<file path="config.mk">
export PLATFORM = sky130hd
export DESIGN_NAME = dss_sequencer
export DESIGN_NICKNAME = d
export VERILOG_FILES = /design/src/dss_pkg.sv /design/src/dss_sequencer.sv
export SDC_FILE = /design/constraint.sdc
export NUM_CORES = 1
export LEC_CHECK = 0
export BUFFER_PORTS_ARGS = -buffer_cell sky130_fd_sc_hd__buf_4
export CORE_MARGIN = 2
export CORE_UTILIZATION = 45
export DETAILED_ROUTE_END_ITERATION = 16
export PLACE_DENSITY = 0.7
export SYNTH_ARGS = -nofsm -noshare
export SYNTH_HDL_FRONTEND = slang
export SYNTH_SLANG_ARGS = --single-unit
</file>
<file path="constraint.sdc">
create_clock -name clk -period 10.5 [get_ports clk]
set_input_delay 1.05 -clock clk [delete_from_list [all_inputs] [get_ports clk]]
set_output_delay 1.05 -clock clk [all_outputs]
set_load 0.05 [all_outputs]
</file>
<file path="src/dss_pkg.sv">
// Package of constants and types for the dual-slope converter sequencer
package dss_pkg;
   // ------------------------------------------------------------------
   // Timing
   // ------------------------------------------------------------------
   localparam int CLK_HZ = 50000000;
   localparam int SAMPLE_MS = 25;
   localparam int AUTOZERO_MS = 40;
   localparam int EXTREME_MS = 100;
   localparam int SAMPLE_CYC = CLK_HZ / 1000 * SAMPLE_MS;
   localparam int AUTOZERO_CYC = CLK_HZ / 1000 * AUTOZERO_MS;
   localparam int EXTREME_CYC = CLK_HZ / 1000 * EXTREME_MS;
   localparam int SAMPLES_PER_GROUP = 8;
   localparam int FULL_SCALE = 4000;
   localparam int CNT_W = 16;
   localparam int TMR_W = 24;
   // ------------------------------------------------------------------
   // Timing modes written by the microcomputer
   // ------------------------------------------------------------------
   typedef enum logic [2:0] {
      DSS_TM_BASIC = 3'h0,
      DSS_TM_HIGH_OHM = 3'h1,
      DSS_TM_OVERLOAD = 3'h2,
      DSS_TM_AUTORANGE = 3'h3,
      DSS_TM_HOLD = 3'h4,
      DSS_TM_EXTREME = 3'h5,
      DSS_TM_KNOB = 3'h6,
      DSS_TM_COUNTER = 3'h7
   } dss_tmode_t;
   // Sequencer states, Gray coded along the integrate/read/autozero path
   typedef enum logic [1:0] {
      DSS_ST_IDLE = 2'h0,
      DSS_ST_INTEG = 2'h1,
      DSS_ST_READ = 2'h3,
      DSS_ST_AZERO = 2'h2
   } dss_state_t;
   // Range codes, divider selects and current function codes
   localparam logic [1:0] RANGE_LOW = 2'h0;
   localparam logic [1:0] RANGE_40V = 2'h1;
   localparam logic [1:0] RANGE_300V = 2'h2;
   localparam logic [1:0] DIV_10 = 2'h1;
   localparam logic [1:0] DIV_100 = 2'h2;
   localparam logic [1:0] DIV_1000 = 2'h3;
   localparam logic [2:0] FUNC_MA = 3'h4;
   localparam logic [2:0] FUNC_AMP = 3'h5;
endpackage

</file>
<file path="src/dss_sequencer.sv">
// Dual-slope converter sequencer, shared counter and input alert
// What this block does
// Each minor-cycle sample lasts 25 ms in basic timing; 50 ms in high-ohm, 100 ms in extremes mode.
// Every sample yields a fast result pulse.
// Eight samples make one full reading; one in autorange, overload, hold, knob and extremes modes.
// 40 ms autozero follows each eight-sample group.
// Carry residual from each sample onward.
// Special modes alter the basic group timing.
// Synchronous machine with one 16-bit counter.
// Counter mode counts comparator pulses.
// Microcomputer sets comparator offset.
// Low jack sense means lead inserted.
// Current jack lead, no current function: beep.
// Range selects divider 10, 100 or 1000.
// Microcomputer writes the switch-drive word.
// Microcomputer arms and clears the counter.
// Microcomputer bus inputs are synchronised.
// After autozero the next group restarts.
`timescale 1ns/1ps
module dss_sequencer #(
   parameter int SAMPLE_CYCLES = dss_pkg::SAMPLE_CYC,
   parameter int AUTOZERO_CYCLES = dss_pkg::AUTOZERO_CYC,
   parameter int EXTREME_CYCLES = dss_pkg::EXTREME_CYC
) (
   input wire logic clk,
   input wire logic rst_n,
   input wire logic [2:0] tmode_async,
   input wire logic [2:0] func_async,
   input wire logic [1:0] range_async,
   input wire logic [7:0] switch_word_async,
   input wire logic [3:0] cmp_offset_async,
   input wire logic count_arm_async,
   input wire logic count_clear_async,
   input wire logic comparator_in,
   input wire logic milliamp_jack_sense,
   input wire logic amp_jack_sense,
   output logic integrate_on,
   output logic deintegrate_on,
   output logic autozero_on,
   output logic sample_done,
   output logic reading_done,
   output logic [15:0] count_out,
   output logic [15:0] residual_out,
   output logic [1:0] divider_sel,
   output logic [7:0] switch_drive,
   output logic [3:0] cmp_offset,
   output logic beep_warn
);
   localparam int IN_W = 3 + 3 + 2 + 8 + 4 + 2 + 3;
   localparam int WORD_W = 3 + 3 + 2 + 8 + 4;
   // ------------------------------------------------------------------
   // Input synchronisers
   // ------------------------------------------------------------------
   logic [IN_W-1:0] sy1_q, sy2_q;
   logic [IN_W-1:0] raw_in;
   logic [WORD_W-1:0] sy3_q, word_q, word_d;
   assign raw_in = {tmode_async, func_async, range_async, switch_word_async,
                    cmp_offset_async, count_arm_async, count_clear_async,
                    comparator_in, milliamp_jack_sense, amp_jack_sense};
   // Multi-bit words are taken only when two synced samples agree, so bit skew never leaks
   assign word_d = (sy2_q[IN_W-1:IN_W-WORD_W] == sy3_q) ? sy3_q : word_q;
   // Two flops on every foreign input
   always_ff @(posedge clk or negedge rst_n) begin
      if (!rst_n) begin
         sy1_q <= '1;
         sy2_q <= '1;
         sy3_q <= '1;
         word_q <= '1;
      end else begin
         sy1_q <= raw_in;
         sy2_q <= sy1_q;
         sy3_q <= sy2_q[IN_W-1:IN_W-WORD_W];
         word_q <= word_d;
      end
   end
   dss_pkg::dss_tmode_t tmode;
   logic [2:0] tmode_bits;
   logic [2:0] func;
   logic [1:0] range;
   logic [7:0] sw_word;
   logic [3:0] offs;
   logic arm, clr, cmp, ma_n, a_n;
   assign {tmode_bits, func, range, sw_word, offs} = word_q;
   assign {arm, clr, cmp, ma_n, a_n} = sy2_q[IN_W-WORD_W-1:0];
   assign tmode = dss_pkg::dss_tmode_t'(tmode_bits);

   // Sample length per mode, longer for high ohms and extremes mode
   function automatic logic [dss_pkg::TMR_W-1:0] samp_len(input dss_pkg::dss_tmode_t m);
      if (m == dss_pkg::DSS_TM_EXTREME) begin
         samp_len = dss_pkg::TMR_W'(EXTREME_CYCLES);
      end else if (m == dss_pkg::DSS_TM_HIGH_OHM) begin
         samp_len = dss_pkg::TMR_W'(2 * SAMPLE_CYCLES);
      end else begin
         samp_len = dss_pkg::TMR_W'(SAMPLE_CYCLES);
      end
   endfunction
   // ------------------------------------------------------------------
   // Sequencer state machine
   // ------------------------------------------------------------------
   dss_pkg::dss_state_t st_q, st_d;
   logic [dss_pkg::TMR_W-1:0] tmr_q, tmr_d;
   logic [2:0] idx_q, idx_d;
   logic [15:0] cnt_q, cnt_d, res_q, res_d;
   logic cmp_prev_q, cmp_prev_d;
   logic sdone_d, rdone_d, beep_d;
   logic [1:0] div_d;
   logic half_hit, end_hit, group_short;
   // At or past the mark, so a mode change to a shorter sample cannot strand the timer
   assign end_hit = (tmr_q >= samp_len(tmode) - 1'b1);
   assign half_hit = (tmr_q >= (samp_len(tmode) >> 1) - 1'b1);
   // Autorange, overload, hold, knob and extremes modes deliver every sample alone
   assign group_short = (tmode == dss_pkg::DSS_TM_AUTORANGE) ||
                        (tmode == dss_pkg::DSS_TM_OVERLOAD) ||
                        (tmode == dss_pkg::DSS_TM_HOLD) ||
                        (tmode == dss_pkg::DSS_TM_KNOB) ||
                        (tmode == dss_pkg::DSS_TM_EXTREME);

   // Next state, timer, sample index and shared counter
   always_comb begin
      st_d = st_q;
      tmr_d = tmr_q + 1'b1;
      idx_d = idx_q;
      cnt_d = cnt_q;
      res_d = res_q;
      sdone_d = 1'b0;
      rdone_d = 1'b0;
      cmp_prev_d = cmp;
      unique case (st_q)
         dss_pkg::DSS_ST_IDLE: begin
            tmr_d = '0;
            if (tmode != dss_pkg::DSS_TM_COUNTER) begin
               st_d = dss_pkg::DSS_ST_AZERO; // start with a clean integrator
            end
         end
         dss_pkg::DSS_ST_INTEG: begin
            if (half_hit) begin
               st_d = dss_pkg::DSS_ST_READ;
            end
         end
         dss_pkg::DSS_ST_READ: begin
            if (cmp) begin
               cnt_d = cnt_q + 1'b1;
            end
            if (end_hit) begin
               tmr_d = '0;
               sdone_d = 1'b1;
               res_d = cnt_d;
               if (idx_q == 3'(dss_pkg::SAMPLES_PER_GROUP - 1) || group_short) begin
                  idx_d = '0;
                  rdone_d = 1'b1;
                  st_d = dss_pkg::DSS_ST_AZERO;
               end else begin
                  idx_d = idx_q + 1'b1;
                  st_d = dss_pkg::DSS_ST_INTEG;
               end
            end
         end
         dss_pkg::DSS_ST_AZERO: begin
            if (tmr_q == dss_pkg::TMR_W'(AUTOZERO_CYCLES - 1)) begin
               tmr_d = '0;
               cnt_d = '0;
               res_d = '0;
               st_d = dss_pkg::DSS_ST_INTEG;
            end
         end
      endcase
      if (tmode == dss_pkg::DSS_TM_COUNTER) begin
         st_d = dss_pkg::DSS_ST_IDLE;
         sdone_d = 1'b0;
         rdone_d = 1'b0;
         if (clr) begin
            cnt_d = '0;
         end else if (arm && cmp && !cmp_prev_q) begin
            cnt_d = cnt_q + 1'b1;
         end
      end
   end

   // Divider select and input alert
   always_comb begin
      unique case (range)
         dss_pkg::RANGE_40V: div_d = dss_pkg::DIV_100;
         dss_pkg::RANGE_300V: div_d = dss_pkg::DIV_1000;
         default: div_d = dss_pkg::DIV_10;
      endcase
      beep_d = (!ma_n || !a_n) &&
               (func != dss_pkg::FUNC_MA) && (func != dss_pkg::FUNC_AMP);
   end

   // State registers
   always_ff @(posedge clk or negedge rst_n) begin
      if (!rst_n) begin
         st_q <= dss_pkg::DSS_ST_IDLE;
         tmr_q <= '0;
         idx_q <= '0;
         cnt_q <= '0;
         res_q <= '0;
         cmp_prev_q <= 1'b0;
         integrate_on <= 1'b0;
         deintegrate_on <= 1'b0;
         autozero_on <= 1'b0;
         sample_done <= 1'b0;
         reading_done <= 1'b0;
         count_out <= '0;
         residual_out <= '0;
         divider_sel <= dss_pkg::DIV_10;
         switch_drive <= '0;
         cmp_offset <= '0;
         beep_warn <= 1'b0;
      end else begin
         st_q <= st_d;
         tmr_q <= tmr_d;
         idx_q <= idx_d;
         cnt_q <= cnt_d;
         res_q <= res_d;
         cmp_prev_q <= cmp_prev_d;
         integrate_on <= (st_d == dss_pkg::DSS_ST_INTEG);
         deintegrate_on <= (st_d == dss_pkg::DSS_ST_READ);
         autozero_on <= (st_d == dss_pkg::DSS_ST_AZERO);
         sample_done <= sdone_d;
         reading_done <= rdone_d;
         count_out <= cnt_d;
         residual_out <= res_d;
         divider_sel <= div_d;
         switch_drive <= sw_word;
         cmp_offset <= offs;
         beep_warn <= beep_d;
      end
   end

   // ------------------------------------------------------------------
   // Checks
   // ------------------------------------------------------------------
   property p_az_len;
      @(posedge clk) disable iff (!rst_n)
      $rose(autozero_on) && tmode == dss_pkg::DSS_TM_BASIC |-> autozero_on [*8];
   endproperty
   a_az_len: assert property (p_az_len) else $error("autozero too short");
   property p_rd_after;
      @(posedge clk) disable iff (!rst_n)
      reading_done |-> sample_done && !integrate_on && autozero_on;
   endproperty
   a_rd_after: assert property (p_rd_after) else $error("reading not at group end");
   property p_sd_pulse;
      @(posedge clk) disable iff (!rst_n) sample_done |=> !sample_done;
   endproperty
   a_sd_pulse: assert property (p_sd_pulse) else $error("sample pulse too long");
   property p_beep;
      @(posedge clk) disable iff (!rst_n)
      (!ma_n && func == dss_pkg::FUNC_MA) ##1 (func == dss_pkg::FUNC_MA) |-> !beep_warn;
   endproperty
   a_beep: assert property (p_beep) else $error("beep in current function");
   property p_div;
      @(posedge clk) disable iff (!rst_n)
      range == dss_pkg::RANGE_40V |=> divider_sel == dss_pkg::DIV_100;
   endproperty
   a_div: assert property (p_div) else $error("wrong divider");
   property p_one_phase;
      @(posedge clk) disable iff (!rst_n)
      !(integrate_on && autozero_on) && !(integrate_on && deintegrate_on);
   endproperty
   a_one_phase: assert property (p_one_phase) else $error("phases overlap");
   property p_clr;
      @(posedge clk) disable iff (!rst_n)
      tmode == dss_pkg::DSS_TM_COUNTER && clr |=> count_out == '0;
   endproperty
   a_clr: assert property (p_clr) else $error("counter not cleared");
   property p_restart;
      @(posedge clk) disable iff (!rst_n)
      $fell(autozero_on) && tmode != dss_pkg::DSS_TM_COUNTER |-> integrate_on;
   endproperty
   a_restart: assert property (p_restart) else $error("no restart after autozero");
endmodule

</file>
Word level (Yosys, flattened, before mapping)

Index checks and enable logic that the tools add are counted.
W data, S select, Z words.

Eq/ne operators: 23
Magnitude comparators: 2
Reduce and logical (&&, ||, !) cells: 17
Add/subtract/negate cells: 5
Mux-type cells: 30

Operators with widths:

| operator                | number |
|---|---|
| $mux W16                | 7 |
| $mux W24                | 3 |
| $pmux W24 S3            | 1 |
| $pmux W16 S2            | 2 |
| $ge A24 B24 Y1          | 2 |
| $add A24 B1 Y24 const B | 1 |
| $eq A24 B21 Y1 const B  | 1 |
| $sub A23 B1 Y24 const B | 1 |
| $sub A24 B1 Y24 const B | 1 |
| $mux W22                | 1 |
| $eq A20 B20 Y1          | 1 |
| $add A16 B1 Y16 const B | 1 |
| $eq A3 B3 Y1 const B    | 5 |
| $mux W2                 | 6 |
| $eq A2 B2 Y1 const B    | 5 |
| $ne A3 B3 Y1 const B    | 3 |
| $pmux W2 S4             | 1 |
| $mux W1                 | 7 |
| $eq A2 B1 Y1 const B    | 3 |
| $eq A3 B2 Y1 const B    | 2 |
| $logic_or A1 B1 Y1      | 6 |
| $logic_and A1 B1 Y1     | 4 |
| $ne A2 B2 Y1 const B    | 2 |
| $pmux W2 S2             | 1 |
| other kinds (8)         | 10 |

Register bits after elaboration: 172

Logic depth before layout (Yosys ltp)

Depth in word-level cells: 11
Gate-level depth with buffers: 13
Depth with buffers taken out: 11

Worst setup path before layout

Ideal clock, no wire load.

Kind: reg-to-reg
From: register word_q[17]
To: register tmr_q[7] (netlist bit)
Path buffers: 2
Arrival time: 3.167 ns
Cell stages (with the launch flop): 14
Setup slack: 7.215 ns
Data required time: 10.381 ns
Cells stage by stage: dfstp_2 nor2b_1 inv_1 nor2_1 inv_1 ha_1 nand4_1 nor4_2 a32oi_1 a31oi_2 or2_1 buf_2 buf_4 nor2_1

Longest elaborated chain between the ends: 7
Elaborated cells on any way between the ends: 8

RTL lines:

| what                   | line                 | text |
|---|---|---|
| from (decl)            | dss_sequencer.sv:56  | `logic [WORD_W-1:0] sy3_q, word_q, word_d;` |
| from (signal assigned) | dss_sequencer.sv:73  | `word_q <= word_d;` |
| $eq A3 B1 Y1           | dss_sequencer.sv:91  | `end else if (m == dss_pkg::DSS_TM_HIGH_OHM) begin` |
| $mux W22               | dss_sequencer.sv:91  |  |
| $mux W24 *             | dss_sequencer.sv:89  | `if (m == dss_pkg::DSS_TM_EXTREME) begin` |
| $sub A24 B1 Y24 *      | dss_sequencer.sv:109 | `assign end_hit = (tmr_q >= samp_len(tmode) - 1'b1);` |
| $ge A24 B24 Y1 *       | dss_sequencer.sv:109 |  |
| $mux W24 *             | dss_sequencer.sv:144 | `if (end_hit) begin` |
| $pmux W24 S3 *         | dss_sequencer.sv:128 | `unique case (st_q)` |
| via tmr_d, one bit     | dss_sequencer.sv:101 | `logic [dss_pkg::TMR_W-1:0] tmr_q, tmr_d;` |
| to (signal assigned)   | dss_sequencer.sv:212 | `tmr_q <= tmr_d;` |
| to (decl)              | dss_sequencer.sv:101 |  |

Mark *: on every way through the listed nets, which the timed path passes. The rest lies on a longest branch.
A chain may end at the register's enable or synchronous reset.

Final worst setup path

From: register word_q[17]
To: register tmr_q[2] (netlist bit)

The elaborated chain is that of the path after synthesis.

==> impl_metrics.tcl <==
set metrics [dict create \
    status "finished clean" \
    cts-root-buf "clkbuf_16" \
    area_growth_pct 18.5 \
    min_period_ps 4270 \
    required_ps 10770 \
    worstHoldPathType "reg2reg" \
    r2r_slack_ps 6230 \
    port_buffers 78 \
    cts_tree "done" \
    grt_overflow 0 \
    cts_max_path_buffers 2 \
    slowest_stage "nor2b_1" \
    crit_path_end_kind "register" \
    antenna_left 0 \
    p_per_area_nw_per_um2 163 \
    initial_core_util 0.463 \
    h-tree-depth 4 \
    path_max_fanout 23 \
    drive_gt1_frac 0.322 \
    fin_util 0.549 \
    path_cells "nor2b_1 > inv_1 > nor2_1 > inv_1 > ha_1 > nand4_1 > nor4_2 > a32oi_1 > a31oi_2 > or2_1 > nor2_1" \
    worstReg2RegEnd "tmr_q[2]$_DFF_PN0_" \
    clkTransAtPathRegs_ps 60 \
    diodes 0 \
    slew_violations 0 \
    p_switching_w 0.000354 \
    critPathTopFamily "simple AND/OR/NAND/NOR gates" \
    hpwl_um 10000 \
    clkLatencyLatePin_ps 420 \
    routed_wl_um 14200 \
    final_cells 928 \
    finalHoldViolCount 0 \
    fp.coreArea_um2 16000 \
    post_cts_resized 0 \
    rows 46 \
    drt_iter0_drc 275 \
    pin_count 79 \
    grt_max_degree 107 \
    synth_edf_count 0 \
    r2r-start "word_q[17]$_DFFE_PN1N_" \
    grt_pass1_wl_um 24100 \
    via_per_inst 5.05 \
    first_pass_iters 4 \
    dieWidth_um 132 \
    p_int_w 0.00108 \
    async_flop_share 1.00 \
    path_class "reg2reg" \
    crit_buf_inv 2 \
    crit_start "word_q[17]$_DFFE_PN1N_" \
    min_delay_path_depth 0 \
    syn_area_um2 7410 \
    synthCells 614 \
    post_cts.repair.setup_buffers 0 \
    dieArea_um2 17500 \
    drc 0 \
    hold_slack_ps 349 \
    grtUsageTotal 0.174 \
    syn_avg_cell_area_um2 12.1 \
    nNetsFinal 770 \
    fin_worst_skew_ps 7.27 \
    cts_hold_buffers 0 \
    die_y_um 132 \
    start_kind "register" \
    rsz0062_at_grt "false" \
    setup-violations-final 0 \
    p_seq_frac 0.501 \
    cpPeakStageDelay_ps 700 \
    worst_pin_slew_ps 1060 \
    avgRoutedWirePerCell_um 15.3 \
    whs_endpoint "sy2_q[11]$_DFF_PN1_" \
    finalPower_w 0.00144 \
    rr_worst_depth 11 \
    ys_ff_latch 171 \
    maxCapViolCount 0 \
    ys.flop_type "dfstp_2" \
    grt_pass1_vias 4881 \
    setup_tns_ps 0 \
    cts-buffers-inserted 17 \
    slew_headroom 0.293 \
    fillers 1379 \
    antenna_found_initial 0 \
    ys_types 52 \
    ys_seq_area_frac 0.593 \
    dp_cells 896 \
    switching_share 0.246 \
    gp_congestion 0.853 \
    p_leak_nw 4.03 \
    yosys_warnings 0 \
    irDropWorstVdd_mv 0.156 \
    hp-start "sy1_q[11]$_DFF_PN1_" \
    fmax_ghz 0.234 \
    p_clk_frac 0.424 \
    power_frac_comb 0.075 \
    cts_sinks 171 \
    cp.arrival_ps 4540 \
    period_share 0.406 \
    dr_total_vias 4689 \
]
routing by layer:
layer	routed length (um)	up-vias	track usage
met1	6470	2274	0.227
met5	0	-	0
met3	602	26	0.0419
li1	-	2287	-
met4	265	0	0.0657
met2	6870	102	0.283
final cells by class:
| class | instances | area, um2 | share of cell area |
|---|---|---|---|
| clock buffer | 21 | 472 | 0.0537 |
| clock inverter | 11 | 105 | 0.0120 |
| inverter | 19 | 71.3 | 0.00812 |
| multi-input combinational | 410 | 2870 | 0.327 |
| sequential | 171 | 4390 | 0.500 |
| tap | 216 | 270 | 0.0308 |
| timing repair buffer | 80 | 604 | 0.0688 |
cells in the mapped netlist (all sizes together) (2+ instances only):
| cell | instances | area (um2) |
|---|---|---|
| clkbuf | 6 | 22.5 |
| dfstp | 90 | 2360 |
| xnor2 | 29 | 254 |
| and2 | 7 | 43.8 |
| a21oi | 17 | 85.1 |
| nor4b | 2 | 23.8 |
| a21o | 4 | 30.0 |
| mux2 | 20 | 225 |
| nand4 | 19 | 119 |
| inv | 19 | 71.3 |
| xor2 | 41 | 359 |
| nand2 | 55 | 206 |
| and4 | 5 | 46.3 |
| nor2 | 60 | 225 |
| buf | 10 | 63.8 |
| ha | 44 | 551 |
| mux2i | 10 | 100 |
| or2 | 2 | 12.5 |
| o21ai | 17 | 85.1 |
| nor4 | 5 | 37.5 |
| nor3 | 7 | 35.0 |
| and3 | 10 | 62.6 |
| o211ai | 2 | 15.0 |
| nand3 | 30 | 155 |
| nor2b | 2 | 12.5 |
| a31oi | 4 | 31.3 |
| dfrtp | 81 | 2030 |
state kept, by name, summed over array words and instances (netlist names), 2 cells and up:
name	flops
cmp_offset	4
res_q	16
idx_q	3
sy2_q	25
st_q	2
divider_sel	2
cnt_q	16
switch_drive	8
word_q	19
sy3_q	20
sy1_q	25
tmr_q	24
worst max path at each step:
| stage | end | slack [ps] | depth (start not counted) |
|---|---|---|---|
| 3_5_place_dp | tmr_q[13]$_DFF_PN0_ | 6180 | 11 |
| 3_3_place_gp | tmr_q[14]$_DFF_PN0_ | 6450 | 11 |
| 4_1_cts | tmr_q[13]$_DFF_PN0_ | 6170 | 11 |
| 6_report | tmr_q[2]$_DFF_PN0_ | 6230 | 11 |
| 5_1_grt | tmr_q[2]$_DFF_PN0_ | 5790 | 11 |
| 2_1_floorplan | tmr_q[7]$_DFF_PN0_ | 7210 | 13 |
cell families after synthesis:
family | synth area share
AND/OR/NAND/NOR | 0.139
flip-flops | 0.593
XOR/XNOR | 0.0827
AO/OA/AOI/OAI | 0.0456
adder cells (fa/ha/maj) | 0.0743
buffers and inverters | 0.0213
multiplexers | 0.0439
other | 0.000506
layout by cell type, fill, tap and decap left out, types with 4 or more instances in the layout:
cell type / count
dfstp_2: 90
dfrtp_1: 81
buf_4: 79
nor2_1: 60
nand2_1: 55
ha_1: 44
xor2_1: 41
nand3_1: 29
xnor2_1: 29
mux2_2: 20
inv_1: 19
nand4_1: 19
clkbuf_16: 18
a21oi_1: 17
o21ai_0: 16
and3_1: 10
mux2i_1: 10
and2_1: 7
nor3_1: 7
and4_1: 4
nor4_1: 4
a21o_1: 4
power groups by stage:
stage / sequential (W) / combinational, W / clock [W]
6_report: 0.000719 / 0.000108 / 0.000608
5_1_grt: 0.000722 / 0.000118 / 0.000652
4_1_cts: 0.000719 / 0.000110 / 0.000626
3_5_place_dp: 0.000730 / 0.000110 / 0
3_3_place_gp: 0.000729 / 0.000108 / 0
2_1_floorplan: 0.000755 / 0.0000327 / 0
through the flow:
step	worst slack (ps)	instance area (um2)
floorplan	7210	7420
global route	5790	8780
finish	6230	8780
CTS	6170	8780
global placement	6450	8210
detailed placement	6180	8210
No activity file was read; power rests on OpenSTA's default activity.
